**src/logic/aar_pkg.sv**
```systemverilog
// constants and types shared by the auto-negotiation ability register bank
// Behaviour
// - advertisement bit 15 is writable and advertises next page ability
// - advertisement bit 13 is writable, resets to zero, advertises remote fault
// - advertisement bit 11 is a writable asymmetric pause flag
// - advertisement bit 10 is a writable full-duplex pause flag
// - advertisement bit 9 (100BASE-T4) is read-only and always reads zero
// - advertisement bits 8..5 are writable duplex ability flags, each resetting to one
// - advertisement bits 4..0 are a writable selector resetting to 802.3 CSMA/CD
// - partner bit 15 is read-only, resets to zero, shows partner next page ability
// - partner bit 14 is read-only and shows the partner acknowledged our code word
// - partner bit 13 is read-only and shows partner signalled remote fault
// - partner bit 11 is read-only and shows partner asymmetric pause request
// - partner bit 10 is read-only and shows partner full-duplex pause support
// - partner bits 9..5 are read-only partner technology ability flags
// - partner bits 4..0 are read-only, reset to zero, partner selector field
// - an advertisement write before negotiation completes restarts negotiation
// - finishing negotiation never alters the advertisement register
package aar_pkg;
    // ---------------------------------------------------------------
    // register map and field layout
    // ---------------------------------------------------------------
    localparam logic [4:0]  ADV_OFFSET   = 5'h04;
    localparam logic [4:0]  LPA_OFFSET   = 5'h05;
    localparam int          BIT_NEXTPAGE = 15;
    localparam int          BIT_ACK      = 14;
    localparam int          BIT_RFAULT   = 13;
    localparam int          BIT_RSVD12   = 12;
    localparam int          BIT_T4       = 9;
    localparam logic [15:0] ADV_RESET    = 16'h01e1;
    localparam logic [15:0] LPA_RESET    = 16'h0000;
    // writable bits of the advertisement: 15,13,11,10,8..0
    localparam logic [15:0] ADV_WMASK    = 16'hadff;
    // bits of a received page kept in the partner register
    localparam logic [15:0] LPA_KMASK    = 16'hefff;

    // ---------------------------------------------------------------
    // management frame layout
    // ---------------------------------------------------------------
    localparam logic [1:0]  OP_READ      = 2'b10;
    localparam logic [1:0]  OP_WRITE     = 2'b01;
    localparam logic [3:0]  HDR_LAST     = 4'hb;
    localparam logic [3:0]  DATA_LAST    = 4'hf;
    localparam logic [3:0]  TA_LAST      = 4'h1;

    typedef enum {
        AAR_IDLE,
        AAR_START,
        AAR_HDR,
        AAR_TA,
        AAR_DATA
    } aar_state_e;

    // base page handed over by the negotiation engine
    typedef struct packed {
        logic        valid;
        logic [15:0] word;
    } aar_page_s;
endpackage

```
**src/logic/aar_ability_regs.sv**
```systemverilog
// auto-negotiation advertisement and link partner registers behind a management serial port
`timescale 1ns/10ps
module aar_ability_regs #(
    parameter logic [4:0] PHY_ADDR = 5'h01
) (
    input  wire logic              clk,
    input  wire logic              resetn,
    input  wire logic              mdc,
    input  wire logic              mdioIn,
    output logic                   mdioOut,
    output logic                   mdioOe,
    input  wire logic              anComplete,
    input  wire aar_pkg::aar_page_s pageRx,
    output logic [15:0]            advWord,
    output logic [15:0]            lpaWord,
    output logic                   anRestart
);
    import aar_pkg::*;

    // ---------------------------------------------------------------
    // pin synchronisers
    // ---------------------------------------------------------------
    logic [2:0]  mdcSync_r;
    logic [2:0]  mdioSync_r;
    logic        mdcLvl_r;
    logic        mdcLvl_nxt;
    logic        mdioLvl_r;
    logic        mdioLvl_nxt;
    logic        mdcRise;
    logic        inBit;

    // a level counts only once the second and third stages agree, which filters single glitches
    always_comb begin
        mdcLvl_nxt  = (mdcSync_r[1] == mdcSync_r[2]) ? mdcSync_r[2] : mdcLvl_r;
        mdioLvl_nxt = (mdioSync_r[1] == mdioSync_r[2]) ? mdioSync_r[2] : mdioLvl_r;
        mdcRise     = mdcLvl_nxt & ~mdcLvl_r;
        inBit       = mdioLvl_nxt;
    end

    always_ff @(posedge clk or negedge resetn) begin
        if (!resetn) begin
            mdcSync_r  <= 3'h0;
            mdioSync_r <= 3'h7;
            mdcLvl_r   <= 1'b0;
            mdioLvl_r  <= 1'b1;
        end else begin
            mdcSync_r  <= {mdcSync_r[1:0], mdc};
            mdioSync_r <= {mdioSync_r[1:0], mdioIn};
            mdcLvl_r   <= mdcLvl_nxt;
            mdioLvl_r  <= mdioLvl_nxt;
        end
    end

    // ---------------------------------------------------------------
    // frame engine and registers
    // ---------------------------------------------------------------
    aar_state_e  st_r;
    aar_state_e  st_nxt;
    logic [3:0]  cnt_r;
    logic [3:0]  cnt_nxt;
    logic [15:0] rx_r;
    logic [15:0] rx_nxt;
    logic [15:0] tx_r;
    logic [15:0] tx_nxt;
    logic        rd_r;
    logic        rd_nxt;
    logic        wr_r;
    logic        wr_nxt;
    logic        selLpa_r;
    logic        selLpa_nxt;
    logic        oe_r;
    logic        oe_nxt;
    logic        out_r;
    logic        out_nxt;
    logic [15:0] adv_r;
    logic [15:0] adv_nxt;
    logic [15:0] lpa_r;
    logic [15:0] lpa_nxt;
    logic        rst_r;
    logic        rst_nxt;
    logic        wrStrobe;
    logic [11:0] hdr;
    logic [15:0] wrData;
    logic        hit;

    // one step per sampled clock edge; frames addressed elsewhere are tracked but never answered
    always_comb begin
        st_nxt     = st_r;
        cnt_nxt    = cnt_r;
        rx_nxt     = rx_r;
        tx_nxt     = tx_r;
        rd_nxt     = rd_r;
        wr_nxt     = wr_r;
        selLpa_nxt = selLpa_r;
        oe_nxt     = oe_r;
        out_nxt    = out_r;
        adv_nxt    = adv_r;
        lpa_nxt    = lpa_r;
        rst_nxt    = 1'b0;
        wrStrobe   = 1'b0;
        hdr        = {rx_r[10:0], inBit};
        wrData     = {rx_r[14:0], inBit};
        hit        = (hdr[9:5] == PHY_ADDR) && ((hdr[4:0] == ADV_OFFSET) || (hdr[4:0] == LPA_OFFSET));
        if (mdcRise) begin
            case (st_r)
                AAR_IDLE: begin
                    // preamble ones keep us idle; the first zero begins the zero-one start pattern
                    if (!inBit) begin
                        st_nxt = AAR_START;
                    end
                end
                AAR_START: begin
                    st_nxt  = inBit ? AAR_HDR : AAR_IDLE;
                    cnt_nxt = 4'h0;
                end
                AAR_HDR: begin
                    rx_nxt  = {rx_r[14:0], inBit};
                    cnt_nxt = cnt_r + 4'h1;
                    if (cnt_r == HDR_LAST) begin
                        st_nxt     = AAR_TA;
                        cnt_nxt    = 4'h0;
                        rd_nxt     = hit && (hdr[11:10] == OP_READ);
                        wr_nxt     = hit && (hdr[11:10] == OP_WRITE) && (hdr[4:0] == ADV_OFFSET);
                        selLpa_nxt = (hdr[4:0] == LPA_OFFSET);
                    end
                end
                AAR_TA: begin
                    cnt_nxt = cnt_r + 4'h1;
                    if (cnt_r == 4'h0) begin
                        // drive the turnaround zero for reads
                        oe_nxt  = rd_r;
                        out_nxt = 1'b0;
                    end
                    if (cnt_r == TA_LAST) begin
                        st_nxt  = AAR_DATA;
                        cnt_nxt = 4'h0;
                        if (rd_r) begin
                            tx_nxt  = selLpa_r ? {lpa_r[14:0], 1'b0} : {adv_r[14:0], 1'b0};
                            out_nxt = selLpa_r ? lpa_r[15] : adv_r[15];
                        end
                    end
                end
                AAR_DATA: begin
                    rx_nxt  = {rx_r[14:0], inBit};
                    cnt_nxt = cnt_r + 4'h1;
                    if (rd_r) begin
                        out_nxt = tx_r[15];
                        tx_nxt  = {tx_r[14:0], 1'b0};
                    end
                    if (cnt_r == DATA_LAST) begin
                        st_nxt  = AAR_IDLE;
                        oe_nxt  = 1'b0;
                        out_nxt = 1'b0;
                        rd_nxt  = 1'b0;
                        wr_nxt  = 1'b0;
                        if (wr_r) begin
                            wrStrobe = 1'b1;
                            // read-only and reserved bits stay zero whatever is written
                            adv_nxt  = wrData & ADV_WMASK;
                            rst_nxt  = !anComplete;
                        end
                    end
                end
                default: begin
                    st_nxt = AAR_IDLE;
                    oe_nxt = 1'b0;
                end
            endcase
        end
        // the partner register only follows received pages; the advertisement ignores completion
        if (pageRx.valid) begin
            lpa_nxt = pageRx.word & LPA_KMASK;
        end
    end

    // reset restores the documented defaults of both registers
    always_ff @(posedge clk or negedge resetn) begin
        if (!resetn) begin
            st_r     <= AAR_IDLE;
            cnt_r    <= 4'h0;
            rx_r     <= 16'h0000;
            tx_r     <= 16'h0000;
            rd_r     <= 1'b0;
            wr_r     <= 1'b0;
            selLpa_r <= 1'b0;
            oe_r     <= 1'b0;
            out_r    <= 1'b0;
            adv_r    <= ADV_RESET;
            lpa_r    <= LPA_RESET;
            rst_r    <= 1'b0;
        end else begin
            st_r     <= st_nxt;
            cnt_r    <= cnt_nxt;
            rx_r     <= rx_nxt;
            tx_r     <= tx_nxt;
            rd_r     <= rd_nxt;
            wr_r     <= wr_nxt;
            selLpa_r <= selLpa_nxt;
            oe_r     <= oe_nxt;
            out_r    <= out_nxt;
            adv_r    <= adv_nxt;
            lpa_r    <= lpa_nxt;
            rst_r    <= rst_nxt;
        end
    end

    // ---------------------------------------------------------------
    // outputs, all straight from flip-flops
    // ---------------------------------------------------------------
    assign mdioOut   = out_r;
    assign mdioOe    = oe_r;
    assign advWord   = adv_r;
    assign lpaWord   = lpa_r;
    assign anRestart = rst_r;
endmodule

```
**config.mk**
```make
export PLATFORM = sky130hd
export DESIGN_NAME = aar_ability_regs
export DESIGN_NICKNAME = d
export VERILOG_FILES = /design/src/logic/aar_pkg.sv /design/src/logic/aar_ability_regs.sv
export SDC_FILE = /design/constraint.sdc
export NUM_CORES = 1
export LEC_CHECK = 0
export BUFFER_PORTS_ARGS = -buffer_cell sky130_fd_sc_hd__buf_4
export CAP_MARGIN = 20
export CORE_MARGIN = 2
export CORE_UTILIZATION = 55
export DETAILED_ROUTE_END_ITERATION = 10
export PLACE_DENSITY = 0.78
export SLEW_MARGIN = 30
export SYNTH_ARGS = -nofsm -noshare
export SYNTH_HDL_FRONTEND = slang
export SYNTH_SLANG_ARGS = --single-unit
```
**constraint.sdc**
```tcl
create_clock -name clk -period 2.74 [get_ports clk]
set_clock_uncertainty 0.1 [all_clocks]
set_input_delay 0.548 -clock clk [delete_from_list [all_inputs] [get_ports clk]]
set_output_delay 0.548 -clock clk [all_outputs]
set_load 0.02 [all_outputs]
```
After elaboration in Yosys (flattened, before gate mapping)
Cells that the tools add are included.
Word-level totals
  register bits after elaboration: 109
  input port bits: 22
  output and inout port bits: 35
  logic and storage cells: 98
Operators by class
  add/subtract/negate cells: 1
  eq/ne operators: 22
  mux-type cells: 34
  bitwise logic cells: 3
  reduce and logical (&&, ||, !) cells: 22
Operators with widths (count)
  case mux 32 bit (5 select lines): 1
  two-way mux 32 bit: 4
  == test 32 x 2 -> 1 bit (second input constant): 2
  two-way mux 16 bit: 4
  == test 32 x 1 -> 1 bit (second input constant): 1
  == test 32 x 3 -> 1 bit (second input constant): 1
  zero test 32 bit: 1
  case mux 16 bit (2 select lines): 1
  two-way mux 1 bit: 16
  case mux 4 bit (4 select lines): 1
  inequality test 2 bit (second input constant): 7
  AND reduction 4 bit: 3
  == test 5 x 3 -> 1 bit (second input constant): 2
  AND reduction 5 bit: 2
  == test 4 bit (second input constant): 2
  two-way mux 4 bit: 2
  case mux 1 bit (2 select lines): 3
  AND reduction 3 bit: 2
  == test 5 x 1 -> 1 bit (second input constant): 1
  adder 4 x 1 -> 4 bit (second input constant): 1
  == test 4 x 1 -> 1 bit (second input constant): 1
  logical AND 1 bit: 4
  zero test 4 bit: 1
  AND reduction 2 bit: 2
  other kinds (14): 17

Longest topological paths before layout
  depth after elaboration: 9
  mapped depth: 7
  depth with buffers taken out: 6

Worst setup path after synthesis
OpenSTA, ideal clock, no wires.
  path type: register -> register
  start: register cnt_r[1]
  end: register tx_r[10]
  setup time: 125 ps
  arrival time: 1702 ps
  required time: 2515 ps
  slack: 813 ps
  stages on the path, launching flop included: 8
  path buffers: 1
  period minus slack after synthesis: 1927 ps
  cells stage by stage: dfrtp_1 -> inv_1 -> ha_1 -> nor3b_2 -> a21oi_2 -> nor3_4 -> buf_6 -> mux2_2
On the way
  word-level cells in the longest chain between the ends: 3
Ends and longest elaborated chain
  start: declaration: RTL line aar_ability_regs.sv:59  | logic [3:0] cnt_r;
  start signal: assignment: RTL line aar_ability_regs.sv:193  | cnt_r <= cnt_nxt;
  == test 4 x 1 -> 1 bit: RTL line aar_ability_regs.sv:134  | if (cnt_r == TA_LAST) begin
  inequality test 2 bit (no source line)
  AND reduction 5 bit (no source line)
  end signal: assignment: RTL line aar_ability_regs.sv:195  | tx_r <= tx_nxt;
  end: declaration: RTL line aar_ability_regs.sv:63  | logic [15:0] tx_r;
No other way between the ends.
A chain may end at the register's enable or synchronous reset.

Final worst setup path
  start: register st_r[2]
  end: register adv_r[4] (netlist: advWord[4])
On the way
  word-level cells in the longest chain between the ends: 2
Ends and longest elaborated chain
  start: declaration: RTL line aar_ability_regs.sv:57  | aar_state_e st_r;
  start signal: assignment: RTL line aar_ability_regs.sv:192  | st_r <= st_nxt;
  == test 32 x 3 -> 1 bit: RTL line aar_ability_regs.sv:105  | case (st_r)
  AND reduction 4 bit (no source line)
  end signal: assignment: RTL line aar_ability_regs.sv:201  | adv_r <= adv_nxt;
  end: declaration: RTL line aar_ability_regs.sv:75  | logic [15:0] adv_r;
No other way between the ends.

==> metrics.txt <==
# diodes 0; TritonCTS clock tree built; mux cell area share after synthesis 22.5%; DRT Pass-1 Iters 10; non-filler cells, final 422; Final Util 66.9%; FF+latch count, synth 79; failing checks DRC; routed wire length 6980 µm; cell count after synthesis between 200 and 300; Initial Util 57.4%; Detailed Route Iter0 Violations 126; Clk pwr share 30.1%; Seq pwr share 49.1%; final worst slack about 0.39 ns; max frequency about 0.42 GHz; setup TNS 0 ns; min-delay worst type in2async; # H-tree levels 3; Max VDD drop 366 µV; drt via density 5.67; DIE AREA around 0.0074 mm²; MaxCap Viol Count 0; final setup vio count 0; placed cell area around 0.0041 mm²; post-CTS sizing 0; critical path launch point type register; part of the power in combinational logic 20.8%; IO Port Bufs 51; critical path endpoint category register; dpl hpwl 4910 µm; IO Count 57; crit path kind reg2reg; Distinct cells, synth 54; DR DRC count 1; leading area contributor after synthesis dfrtp_1; Root Buffer clkbuf_8; DR WL/cell between 15 and 20 µm; worst-skew pair later-pin latency 0.35 ns; Num CTS Buffers 9; reported net switching power roughly 0.84 mW; nets 365; Synth Area in Adders 1.56%; Die Span X 85.8 µm; Post-synth EDFFs 0; synth warn 0; clock slew at reported path FFs roughly 0.07 ns; total number of vias 2,392; final non-filler cell area 0.00430 mm²; largest family of logic cells by synthesized area multiplexers; Yosys top cell area share 47.6%; XOR/XNOR Fraction of Synth Area less than 1%; Avg Inst Size Synth 12.8 µm²; CORE AREA 0.00642 mm²; GP Congestion 0.832; Slew HR 44.2%; largest net degree at the start of global routing 46; clk sinks 79; Pint 1.96 mW; vias in the first global route 2,172; Tmin final 2.35 ns; Netlist Area Pre-Place 0.00368 mm²; initial antenna violation count 0; Main synth FF type dfrtp_1; first-pass GRT wire length 11,200 µm; Synth top cells by count dfrtp_1 (70), mux2_2 (46), nand2_1 (21); pre-CTS setup slack 0.429 ns; CTS Buffer Depth 2; WP data arrival roughly 2.5 ns; RSZ-0062 raised after global routing false; outcome finished with violations; crit-path max FO 13; Synth Area in Compound Gates under 10%; switching share of total power 29.9%; layout cells sized above 1 43.2%; sequential share of the synthesized area a little over half; Tcrit/Tclk final around 86%; Synth Area in Simple Gates 9.38%; async set or reset register ratio after synthesis 100%; power per cell area 651 mW/mm²; leakage 1.98 nW; max-slew violations 0; hold_buf cts 0; Worst-Margin Slew 0.837 ns; row count 29; Die H approximately 86 µm; Post-CTS Setup Bufs 0; grt total ovfl 0; placed cell count ~410; gr usage total 20.1%; largest cells by area after synthesis dfrtp_1 (48%), mux2_2 (14%), dfstp_2 (6.4%); WP data required 2.87 ns; Hold Vio Cnt, Final 0; Area Growth Syn to Fin 16.7%; remaining antenna violation count 0; count leader, synth dfrtp_1
-- sequential cells by signal (all words and copies together), names as in the netlist --
| signal | flops |
|---|---|
| advWord | 13 |
| mdioSync_r | 3 |
| rd_r | 1 |
| rx_r | 15 |
| mdcLvl_r | 1 |
| selLpa_r | 1 |
| wr_r | 1 |
| cnt_r | 4 |
| mdioOut | 1 |
| tx_r | 15 |
| anRestart | 1 |
| lpaWord | 15 |
| st_r | 3 |
| mdioOe | 1 |
| mdcSync_r | 3 |
| mdioLvl_r | 1 |
-- power groups by stage --
stage               registers (mW)  logic (mW)  clock network (mW)
floorplan                     1.38       0.419                   0
global placement              1.39       0.562                   0
detailed placement            1.39       0.576                   0
CTS                           1.37       0.580               0.868
global route                  1.39       0.628               0.921
finish                        1.37       0.583               0.843
-- routing by layer --
layer  up-vias  global-route usage [%]  wire (µm)
met1      1209                    29.2       3370
met5         -                       0          0
li1       1123                       -          -
met3        12                    3.85        219
met2        48                    29.0       3230
met4         0                    10.1        160
-- worst max-delay path, cell delays in order (launching register included) --
cell     delay, ns
dfrtp_1       0.56
or3b_1        0.58
nor2_4        0.18
nand3_2       0.38
mux2_4        0.43
-- cells in the final DEF (no fill, tap or decap), types with 3 or more instances in the layout --
master    count
dfrtp_1      70
buf_4        58
mux2_2       46
nand2_1      21
o21ai_0      19
mux2i_1      16
mux2_4       10
clkbuf_8     10
inv_1         9
dfstp_2       9
nor2_1        7
a21oi_1       6
nand3_1       4
conb_1        4
nand3b_1      3
o211ai_1      3
ha_1          3
clkbuf_1      3
-- cell type report --
class,count,area [µm²]
fill,479,2120
sequential,79,1990
multi-input combinational,183,1550
timing repair buffer,58,435
clock buffer,13,149
tap,77,96.3
clock inverter,3,42.5
inverter,9,33.8
-- cells by family after synthesis --
| logic type | count (synthesis) |
|---|---|
| xor+xnor | 2 |
| flops | 79 |
| other cells | 1 |
| fa+ha+maj | 5 |
| simple gates | 57 |
| buf+inv | 28 |
| compound gates | 43 |
| mux | 72 |
-- through the flow --
stage | hold slack [ns] | power (mW)
2_1_floorplan | 0.152 | 1.80
3_3_place_gp | 0.234 | 1.95
3_5_place_dp | 0.235 | 1.97
4_1_cts | 0.0919 | 2.82
5_1_grt | 0.122 | 2.94
6_report | 0.0852 | 2.80
-- final timing paths --
| kind | end | slack (ns) | cells past startpoint | startpoint |
|---|---|---|---|---|
| setup / recovery | advWord[4]$_DFFE_PN0P_ | 0.39 | 4 | st_r[2]$_DFFE_PN0P_ |
| hold / removal | mdcSync_r[0]$_DFF_PN0_ | 0.09 | 1 | resetn |
| setup reg to reg | advWord[4]$_DFFE_PN0P_ | 0.39 | 4 | st_r[2]$_DFFE_PN0P_ |
| hold reg to reg | mdcSync_r[1]$_DFF_PN0_ | 0.25 | 0 | mdcSync_r[0]$_DFF_PN0_ |
| max in group asynchronous | advWord[8]$_DFFE_PN1P_ | 1.76 | 2 | resetn |
| min in group clk | mdioSync_r[0]$_DFF_PN1_ | 0.20 | 1 | mdioIn |
Power figures use the tool's default switching activity.
